<file path="src/logic/psw_pkg.sv">
// constants and opcodes for the status word and bank select block
`default_nettype none
package psw_pkg;
  // data memory placement of the flags word
  localparam logic [11:0] FLAGS_LO_ADDR = 12'hFB0;
  localparam logic [11:0] FLAGS_HI_ADDR = 12'hFB1;
  // field positions in the 8-bit flags word
  localparam int CY_BIT = 7;
  localparam int SK_MSB = 6;
  localparam int SK_LSB = 4;
  localparam int IST_MSB = 3;
  localparam int IST_LSB = 2;
  localparam int MBE_BIT = 1;
  localparam int RBE_BIT = 0;
  // field positions in a program word (reset word and vector entry)
  localparam int ROM_MBE_BIT = 7;
  localparam int ROM_RBE_BIT = 6;
  // field positions in the bank select byte
  localparam int MBS_MSB = 7;
  localparam int MBS_LSB = 4;
  localparam int RBS_MSB = 1;
  localparam int RBS_LSB = 0;
  // values after reset; the carry value is arbitrary, software may not rely on it
  localparam logic CY_RESET = 1'b0;
  localparam logic [2:0] SK_RESET = 3'h0;
  localparam logic [1:0] IST_RESET = 2'h0;
  localparam logic [3:0] BANK_RESET = 4'h0;
  // bank values
  localparam logic [3:0] FIXED_BANK = 4'h0;
  localparam logic [3:0] LAST_LOW_BANK = 4'h3;
  localparam logic [3:0] TOP_BANK = 4'hF;
  // nesting levels
  localparam logic [1:0] IST_IDLE = 2'h0;
  localparam logic [1:0] IST_ONE = 2'h1;
  localparam logic [1:0] IST_TWO = 2'h2;
  // operations presented by the sequencer, one per cycle
  typedef enum logic [4:0] {
    OP_NONE, OP_SET_CY, OP_CLR_CY, OP_NOT_CY, OP_SKT_CY,
    OP_LD_CY_BIT, OP_ST_CY_BIT, OP_AND_BIT, OP_OR_BIT, OP_XOR_BIT,
    OP_ADD_WITH_CARRY, OP_SUBTRACT_WITH_BORROW, OP_CALL, OP_CALL_ABS, OP_CALL_FAST,
    OP_RET, OP_RET_SKIP, OP_INTERRUPT_EXIT, OP_INT_ENTRY,
    OP_SEL_RB, OP_SEL_MB, OP_BANK_STACK_STORE, OP_BANK_STACK_LOAD
  } op_e;
endpackage
`default_nettype wire

</file>
<file path="src/logic/status_word_bank_select.sv">
// processor flags word and bank select registers
// Function
// - low flags nibble at FB0H is read/write
// - memory writes to FB1H nibble are ignored
// - calls push, plain returns restore, only expand flags
// - interrupt entry pushes, exit restores whole word
// - add/subtract with carry record carry out
// - carry value after reset is undefined
// - set, clear, invert, test-skip on carry
// - carry load/store/and/or/xor with memory bit
// - bypass flags update automatically, not operands
// - nesting codes: 00 all, 01 higher, 10 none
// - entry saves level then advances; exit restores
// - memory expand selects upper address nibble source
// - reset loads memory expand from word0 bit7
// - reset loads register expand from word0 bit6
// - vector entry bits 7/6 load expand flags
// - register expand selects bank, else bank 0
// - memory bank choice only 0-3 or 15
// - reset clears both bank choice registers
// - register bank choice 0-3, upper bits zero
// - bank select byte pushed/popped as one
`timescale 1ns/1ns
`default_nettype none
module status_word_bank_select (
  // clock and reset
  input wire logic mclk_i,
  input wire logic rst_b_i,
  // sequencer
  input wire psw_pkg::op_e op_i,
  input wire logic [3:0] op_arg_i,
  input wire logic instr_end_i,
  input wire logic [2:0] seq_skip_i,
  input wire logic alu_carry_i,
  input wire logic bit_i,
  input wire logic [7:0] rom_word0_i,
  input wire logic [7:0] vector_i,
  // data memory access
  input wire logic [11:0] mem_addr_i,
  input wire logic mem_wr_i,
  input wire logic [3:0] mem_wdata_i,
  output logic [3:0] mem_rdata_o,
  // stack
  input wire logic [7:0] stack_rdata_i,
  output logic stack_push_o,
  output logic [7:0] stack_wdata_o,
  // memory bit write from carry
  output logic bit_wr_o,
  output logic bit_wdata_o,
  // status
  output logic [7:0] flags_o,
  output logic [7:0] bank_select_o,
  output logic [3:0] data_bank_o,
  output logic [1:0] reg_bank_o
);
  import psw_pkg::*;

  logic cy_reg;
  logic [2:0] skip_reg;
  logic [1:0] ist_reg;
  logic mbe_reg;
  logic rbe_reg;
  logic [3:0] mbs_reg;
  logic [3:0] rbs_reg;
  logic boot_reg;
  logic push_reg;
  logic [7:0] push_data_reg;
  logic [3:0] rdata_reg;
  logic bit_wr_reg;
  logic bit_data_reg;
  logic [3:0] data_bank_reg;
  logic [1:0] reg_bank_reg;

  // only banks 0..3 and 15 exist in the data space
  function automatic logic legal_bank(input logic [3:0] n);
    legal_bank = (n <= LAST_LOW_BANK) || (n == TOP_BANK);
  endfunction

  // decode
  wire idle_op = (op_i == OP_NONE);
  wire is_call = (op_i == OP_CALL) || (op_i == OP_CALL_ABS)
    || (op_i == OP_CALL_FAST);
  wire is_ret = (op_i == OP_RET) || (op_i == OP_RET_SKIP);
  wire is_interrupt_exit = (op_i == OP_INTERRUPT_EXIT);
  // entry at level 10 is refused so an entry never advances the level to 11
  wire take_int = (op_i == OP_INT_ENTRY) && (ist_reg != IST_TWO)
    && !boot_reg;
  // memory writes only land in the low nibble
  wire lo_wr = mem_wr_i && (mem_addr_i == FLAGS_LO_ADDR)
    && idle_op && !boot_reg;
  wire skt_hit = (op_i == OP_SKT_CY) && cy_reg;
  wire [7:0] flags_word = {cy_reg, skip_reg, ist_reg, mbe_reg, rbe_reg};
  wire [7:0] bank_word = {mbs_reg, rbs_reg};

  // carry
  wire cy_next =
    boot_reg ? cy_reg :
    (op_i == OP_SET_CY) ? 1'b1 :
    (op_i == OP_CLR_CY) ? 1'b0 :
    (op_i == OP_NOT_CY) ? ~cy_reg :
    (op_i == OP_LD_CY_BIT) ? bit_i :
    (op_i == OP_AND_BIT) ? (cy_reg & bit_i) :
    (op_i == OP_OR_BIT) ? (cy_reg | bit_i) :
    (op_i == OP_XOR_BIT) ? (cy_reg ^ bit_i) :
    (op_i == OP_ADD_WITH_CARRY) ? alu_carry_i :
    (op_i == OP_SUBTRACT_WITH_BORROW) ? alu_carry_i :
    is_interrupt_exit ? stack_rdata_i[CY_BIT] :
    cy_reg;

  // bypass flags follow the sequencer, never a memory write
  wire [2:0] skip_next =
    is_interrupt_exit ? stack_rdata_i[SK_MSB:SK_LSB] :
    instr_end_i ? {seq_skip_i[2:1], seq_skip_i[0] | skt_hit} :
    skip_reg;

  // nesting level
  wire [1:0] ist_next =
    boot_reg ? ist_reg :
    take_int ? ist_reg + 2'h1 :
    is_interrupt_exit ? stack_rdata_i[IST_MSB:IST_LSB] :
    lo_wr ? mem_wdata_i[IST_MSB:IST_LSB] :
    ist_reg;

  // expand flags
  wire mbe_next =
    boot_reg ? rom_word0_i[ROM_MBE_BIT] :
    take_int ? vector_i[ROM_MBE_BIT] :
    (is_ret || is_interrupt_exit) ? stack_rdata_i[MBE_BIT] :
    lo_wr ? mem_wdata_i[MBE_BIT] :
    mbe_reg;
  wire rbe_next =
    boot_reg ? rom_word0_i[ROM_RBE_BIT] :
    take_int ? vector_i[ROM_RBE_BIT] :
    (is_ret || is_interrupt_exit) ? stack_rdata_i[RBE_BIT] :
    lo_wr ? mem_wdata_i[RBE_BIT] :
    rbe_reg;

  // bank choices; an illegal memory bank value is ignored
  wire [3:0] pop_mbs = stack_rdata_i[MBS_MSB:MBS_LSB];
  wire [3:0] mbs_next =
    ((op_i == OP_SEL_MB) && legal_bank(op_arg_i)) ? op_arg_i :
    ((op_i == OP_BANK_STACK_LOAD) && legal_bank(pop_mbs)) ? pop_mbs :
    mbs_reg;
  wire [3:0] rbs_next =
    (op_i == OP_SEL_RB) ? {2'h0, op_arg_i[1:0]} :
    (op_i == OP_BANK_STACK_LOAD) ? {2'h0, stack_rdata_i[RBS_MSB:RBS_LSB]} :
    rbs_reg;

  // stack pushes
  wire push_next = is_call || take_int || (op_i == OP_BANK_STACK_STORE);
  wire [7:0] push_data_next =
    take_int ? flags_word :
    (op_i == OP_BANK_STACK_STORE) ? bank_word :
    is_call ? {6'h00, mbe_reg, rbe_reg} :
    push_data_reg;

  // address generation follows the values being stored
  wire [3:0] data_bank_next = mbe_next ? mbs_next : FIXED_BANK;
  wire [1:0] reg_bank_next = rbe_next ? rbs_next[1:0] : 2'h0;
  // the high nibble reads back as zero to plain memory reads
  wire [3:0] rdata_next = (mem_addr_i == FLAGS_LO_ADDR) ?
    {ist_reg, mbe_reg, rbe_reg} : 4'h0;

  // carry keeps a reset only so simulation starts clean
  always_ff @(posedge mclk_i) begin
    if (!rst_b_i) begin
      cy_reg <= CY_RESET;
    end else begin
      cy_reg <= cy_next;
    end
  end

  always_ff @(posedge mclk_i) begin
    if (!rst_b_i) begin
      skip_reg <= SK_RESET;
      ist_reg <= IST_RESET;
      mbe_reg <= 1'b0;
      rbe_reg <= 1'b0;
      boot_reg <= 1'b1;
    end else begin
      skip_reg <= skip_next;
      ist_reg <= ist_next;
      mbe_reg <= mbe_next;
      rbe_reg <= rbe_next;
      boot_reg <= 1'b0;
    end
  end

  always_ff @(posedge mclk_i) begin
    if (!rst_b_i) begin
      mbs_reg <= BANK_RESET;
      rbs_reg <= BANK_RESET;
      data_bank_reg <= FIXED_BANK;
      reg_bank_reg <= 2'h0;
    end else begin
      mbs_reg <= mbs_next;
      rbs_reg <= rbs_next;
      data_bank_reg <= data_bank_next;
      reg_bank_reg <= reg_bank_next;
    end
  end

  always_ff @(posedge mclk_i) begin
    if (!rst_b_i) begin
      push_reg <= 1'b0;
      push_data_reg <= 8'h00;
      rdata_reg <= 4'h0;
      bit_wr_reg <= 1'b0;
      bit_data_reg <= 1'b0;
    end else begin
      push_reg <= push_next;
      push_data_reg <= push_data_next;
      rdata_reg <= rdata_next;
      bit_wr_reg <= (op_i == OP_ST_CY_BIT);
      bit_data_reg <= cy_reg;
    end
  end

  assign flags_o = {cy_reg, skip_reg, ist_reg, mbe_reg, rbe_reg};
  assign bank_select_o = {mbs_reg, rbs_reg};
  assign data_bank_o = data_bank_reg;
  assign reg_bank_o = reg_bank_reg;
  assign stack_push_o = push_reg;
  assign stack_wdata_o = push_data_reg;
  assign mem_rdata_o = rdata_reg;
  assign bit_wr_o = bit_wr_reg;
  assign bit_wdata_o = bit_data_reg;
endmodule
`default_nettype wire

</file>
<file path="config.mk">
export PLATFORM = sky130hd
export DESIGN_NAME = status_word_bank_select
export DESIGN_NICKNAME = d
export VERILOG_FILES = /design/src/logic/psw_pkg.sv /design/src/logic/status_word_bank_select.sv
export SDC_FILE = /design/constraint.sdc
export NUM_CORES = 1
export LEC_CHECK = 0
export BUFFER_PORTS_ARGS = -buffer_cell sky130_fd_sc_hd__buf_2
export CAP_MARGIN = 40
export CORE_ASPECT_RATIO = 0.8
export CORE_MARGIN = 2
export CORE_UTILIZATION = 50
export DETAILED_ROUTE_END_ITERATION = 8
export PLACE_DENSITY = 0.85
export SLEW_MARGIN = 20
export SYNTH_ARGS = -nofsm -noshare
export SYNTH_HDL_FRONTEND = slang
export SYNTH_SLANG_ARGS = --single-unit
</file>
<file path="constraint.sdc">
create_clock -name mclk_i -period 4.85 [get_ports mclk_i]
set_input_delay 0.97 -clock mclk_i [delete_from_list [all_inputs] [get_ports mclk_i]]
set_output_delay 0.97 -clock mclk_i [all_outputs]
set_load 0.01 [all_outputs]
</file>
======== After elaboration in Yosys (flattened, before gate mapping) ========
Cells that the tools add are included.
storage, ports and cells
  word-level logic and storage cells ...... 108
  register bits after elaboration ......... 36
  input port bits ......................... 58
  output and inout port bits .............. 37
operators by class
  $add $sub $neg .......................... 1
  bitwise operators ....................... 6
  order comparisons ....................... 2
  reduce and logical (&&, ||, !) cells .... 27
  mux-type cells .......................... 31
  eq/ne operators ......................... 26
operator list
  kind                  count
  $eq 5x4->1 const B    8
  $eq 5x5->1 const B    7
  $mux 8                3
  $eq 5x3->1 const B    4
  $mux 1                19
  $eq 12x12->1 const B  1
  $eq 5x2->1 const B    2
  $mux 2                5
  $reduce_and 2->1      5
  $reduce_bool 10->1    1
  $eq 4x4->1 const B    2
  $le 4x2->1 const B    2
  $logic_and 1x1->1     8
  $logic_or 1x1->1      8
  $mux 4                2
  $mux 3                2
  $reduce_bool 3->1     2
  $eq 5x1->1 const B    1
  $logic_not 5->1       1
  $add 2x1->2 const B   1
  $ne 2x2->1 const B    1
  $not 1->1             2
  $or 1x1->1            2
  $reduce_bool 2->1     1
  3 further kinds       3

======== Longest topological paths before layout ========
  depth in word-level cells ............... 11
  depth in mapped cells ................... 7

======== Worst setup path before layout ========
No wires, ideal clock.
  path kind ............................... input-to-reg
  start point ............................. in op_i[2]
  end point ............................... reg ist_reg[0]
  path slack .............................. 2251 ps
  data arrival time ....................... 2466 ps
  stages .................................. 6
  cells stage by stage .................... buf_2 or3b_4 nor2_1 mux2_2 a221oi_1 o211ai_1
on the way
  cells in the longest elaborated chain, start to end .. 5
ends and longest elaborated chain
  what                                                  line                                                          RTL
  start, declared                                       status_word_bank_select.sv:30                                 input wire psw_pkg::op_e op_i,
  $eq 5x5->1 / $logic_not 5->1 (equally long branches)  status_word_bank_select.sv:86, status_word_bank_select.sv:80
  $logic_and 1x1->1, on equally long branches           status_word_bank_select.sv:86, status_word_bank_select.sv:90
  $logic_and 1x1->1, on equally long branches           status_word_bank_select.sv:87, status_word_bank_select.sv:90
  $reduce_bool 3->1 (no line)                           -
  $reduce_and 2->1 (no line)                            -
  end signal, assigned                                  status_word_bank_select.sv:182                                ist_reg <= ist_next;
  end, declared                                         status_word_bank_select.sv:60                                 logic [1:0] ist_reg;
Several ways; a longest one is shown, not always the timed one.
A chain may end at the register's enable or synchronous reset.

======== Worst setup path after layout ========
  start point ............................. in op_i[4]
  end point ............................... reg push_data_reg[4], in the netlist stack_wdata_o[4]
on the way
  cells in the longest elaborated chain, start to end .. 4
ends and longest elaborated chain
  what                                                          line                                                          RTL
  $eq 5x4->1 / $eq 5x5->1 (equally long branches)               status_word_bank_select.sv:81, status_word_bank_select.sv:86
  $logic_or 1x1->1 / $logic_and 1x1->1 (equally long branches)  status_word_bank_select.sv:81, status_word_bank_select.sv:86
  $logic_or 1x1->1 / $logic_and 1x1->1 (equally long branches)  status_word_bank_select.sv:82, status_word_bank_select.sv:87
  $reduce_bool 3->1 (no line) / $mux 8 (equally long branches)  -
  end signal, assigned                                          status_word_bank_select.sv:212                                push_data_reg <= push_data_next;
  end, declared                                                 status_word_bank_select.sv:67                                 logic [7:0] push_data_reg;
Several ways; a longest one is shown, not always the timed one.

==> impl_results.md <==
- Status: finished, final reports clean
- Clock tree from TritonCTS: yes
- Placeable Area: 0.00380 sq mm
- Startpoint of the worst register-to-register path: ist_reg[0]
- Placed instance count: 353
- Number of rows created at floorplan: 20
- DP HPWL: 4.01 mm
- Endpoint arrival time on the critical path: 3020 ps
- Type of element capturing the critical path: flip-flop
- Period utilization: 59.3%
- Post-synthesis to final-layout area growth: 23.9%
- Number of flip-flops and latches in the synthesized netlist: 36
- Setup TNS: 0 ps
- Placer's final routability congestion estimate: 0.874
- Total inserted antenna cells: 0
- Die Outline Area: 0.00452 sq mm
- Number of antenna violations at the first check in global routing: 0
- Number of port buffers: 80
- Post-CTS setup-driven buffer insertion count: 0
- R2R cell count: 6
- Area post-placement: around 0.0024 sq mm
- Core Util, Final: roughly 65%
- Worst-path clk slew: approximately 70 ps
- Hold path startpoint: stack_wdata_o[1]
- Worst Skew: 8.01 ps
- Remaining antenna violation count: 0
- Number of cells upsized or downsized after cts: 0
- Total I/O pin count: 95
- Synth top area share: 36.1%
- Number of flops mapped to enable cells by yosys: 0
- Peak fanout along the critical path: 16
- Via density: 5.72
- Post-layout nets: roughly 370
- Cell chosen for the clock root: sky130_fd_sc_hd__clkbuf_8
- Per-cell routed wire length: around 15 um
- Unrepaired setup endpoints after global routing: false
- Top area cells in the synthesized netlist: sky130_fd_sc_hd__dfxtp_1 (36%), sky130_fd_sc_hd__nor2_1 (6.2%), sky130_fd_sc_hd__mux2i_1 (5.0%)
- Post-synthesis instance area: ~0.002 sq mm
- Sw frac: 27.4%
- Fraction of final layout cells with drive strength greater than 1: around 33%
- Syn. warnings: 0
- Max frequency: 0.348 GHz
- Most instantiated flip-flop cell in the synthesis netlist: sky130_fd_sc_hd__dfxtp_1
- Final critical path time including I/O delays and setup: around 2900 ps
- Combinational share of power: 16.1%
- Seq/Total Area, Yosys: 36.1%
- Post-Place Setup Slack: 1690 ps
- Type of the setup path with the least slack: primary input to flip-flop
- Maxcap violations: 0
- Part of the power in registers: between 40 and 50%
- Instance count of the mapped netlist: 233
- Total CTS buffers: 5
- Worst ir drop on vdd: approximately 0.00017 V
- Part of the power in the clock network: 34.8%
- Source-to-sink clock delay at the later pin of the worst-skew pair: 290 ps
- Static Leakage: 1.14 nW
- Number of global-route vias before repair: 1,820
- Number of buffers added to fix hold violations after cts: 0
- Post-route cell area: 0.00247 sq mm
- Total wirelength of the detailed-routed design: between 5 and 6 mm
- Initial Util: 52.5%
- Finished Layout Cells: between 300 and 400
- Clock tree sinks: 36
- Critical Path RT: ~5000 ps
- End point of the worst hold path: stack_wdata_o[1]
- Transition at the pin with the smallest max-transition slack: 749 ps
- Max Transition Viols Final: 0
- Cell type with the largest total area after synthesis: sky130_fd_sc_hd__dfxtp_1
- Critical path startpoint category: primary input
- Switching power: 0.175 mW
- Die H: 60.5 um
- Routed vias: 2,066
- GRT Resource Usage Total: 24.6%
- Post-synthesis async set-or-reset flop share: 0%
- Pin count of the biggest net entering global routing: 25
- End of the worst register-to-register path: stack_wdata_o[4]
- Average cell area after synthesis: 8.57 sq um
- Number of flip-flops under the largest register name: 8
- Hold Crit Class: flip-flop to flip-flop
- Die Wd: 74.7 um
- FF-to-FF setup slack: about 2500 ps
- Number of failing hold endpoints at the final stage: 0
- Unique masters post-synth: 56
- GRT overflow: 0
- Deepest clock path buffer count: 2
- Min-Delay Path Depth: 2
- Slew margin rel.: roughly half
- Final critical-path setup slack: about 2000 ps
- Post-route DRC: 0
- Detailed-routing iteration count for the pre-antenna-repair pass: 5
- Power per Cell Area: approximately 260 mW/mm^2
- Number of endpoints failing setup at the final stage: 0
- Internal power: 0.463 mW
- CTS H-tree depth: 2
- First DRT Iteration DRCs: 229
- Global-route wire length before repair: 8.38 mm
==> cell usage after synthesis (all sizes together), types with 3 or more instances <==
| cell type | n |
|---|---|
| dfxtp | 36 |
| ha | 3 |
| a41oi | 3 |
| nor3 | 10 |
| clkbuf | 6 |
| nand2 | 10 |
| nor4 | 4 |
| a222oi | 4 |
| nor3b | 3 |
| o211ai | 8 |
| mux2i | 10 |
| a21oi | 4 |
| and3 | 4 |
| a211oi | 5 |
| buf | 10 |
| mux2 | 6 |
| a31oi | 3 |
| nand4 | 3 |
| nor2 | 33 |
| nand3 | 6 |
| and2 | 5 |
| o21ai | 11 |
| inv | 10 |
| nor2b | 4 |
==> worst max-delay path, stage by stage <==
cell and delay, ps:
sky130_fd_sc_hd__buf_2 240, sky130_fd_sc_hd__or3b_4 460, sky130_fd_sc_hd__nor4_4 650, sky130_fd_sc_hd__a31oi_2 270
sky130_fd_sc_hd__a222oi_1 360, sky130_fd_sc_hd__nor2_1 60
==> per-layer routing <==
| metal | GRT usage [%] | vias to the layer above | wire length [um] |
|---|---|---|---|
| met5 | 0 | - | 0 |
| met4 | 6.12 | 0 | 16 |
| met3 | 8.47 | 2 | 571 |
| met2 | 39.1 | 110 | 2430 |
| met1 | 32.6 | 952 | 2440 |
| li1 | - | 1002 | - |
==> cells in the final DEF (no fill, tap or decap), types with 6 or more instances in the layout <==
cell	netlist	layout
sky130_fd_sc_hd__buf_2	2	80
sky130_fd_sc_hd__dfxtp_1	36	36
sky130_fd_sc_hd__nor2_1	33	33
sky130_fd_sc_hd__inv_1	10	10
sky130_fd_sc_hd__nand2_1	10	10
sky130_fd_sc_hd__mux2i_1	10	10
sky130_fd_sc_hd__nor3_1	9	9
sky130_fd_sc_hd__o21ai_0	9	9
sky130_fd_sc_hd__mux2_2	6	6
sky130_fd_sc_hd__nand3_1	6	6
sky130_fd_sc_hd__clkbuf_8	0	6
==> power by group through the flow <==
stage / Sequential [mW] / Clock [mW] / Combinational (mW)
2_1_floorplan: 0.319 / 0 / 0.0614
3_3_place_gp: 0.320 / 0 / 0.0984
3_5_place_dp: 0.320 / 0 / 0.101
4_1_cts: 0.313 / 0.224 / 0.102
5_1_grt: 0.314 / 0.238 / 0.114
6_report: 0.313 / 0.222 / 0.103
==> worst max path at each step <==
stage / startpoint / to
finish: op_i[4] / stack_wdata_o[4]
global route: op_i[4] / stack_wdata_o[4]
CTS: op_i[4] / stack_wdata_o[4]
detailed placement: op_i[4] / stack_wdata_o[4]
global placement: op_i[4] / stack_wdata_o[4]
floorplan: op_i[2] / ist_reg[0]
==> kinds of logic after synthesis <==
| group | share of synthesized area (%) |
|---|---|
| AND/OR/NAND/NOR | 27.2 |
| AO/OA/AOI/OAI | 20.1 |
| flip-flops | 36.1 |
| buffers and inverters | 6.14 |
| multiplexers | 8.40 |
| adder cells (fa/ha/maj) | 1.88 |
| other | 0.188 |
==> area by class of cell <==
| class | instances | area [sq um] |
|---|---|---|
| Sequential cell | 36 | 721 |
| Fill cell | 379 | 1330 |
| Inverter | 10 | 37.5 |
| Multi-Input combinational cell | 172 | 1160 |
| Tap cell | 55 | 68.8 |
| Clock buffer | 8 | 90.1 |
| Timing Repair Buffer | 80 | 400 |
==> through the flow <==
step                      hold WS, ps  power (mW)
after floorplan                   481       0.380
after global placement            476       0.418
after detailed placement          484       0.421
after CTS                         500       0.639
after global routing              551       0.666
final                             497       0.638
Power figures use the tool's default switching activity.
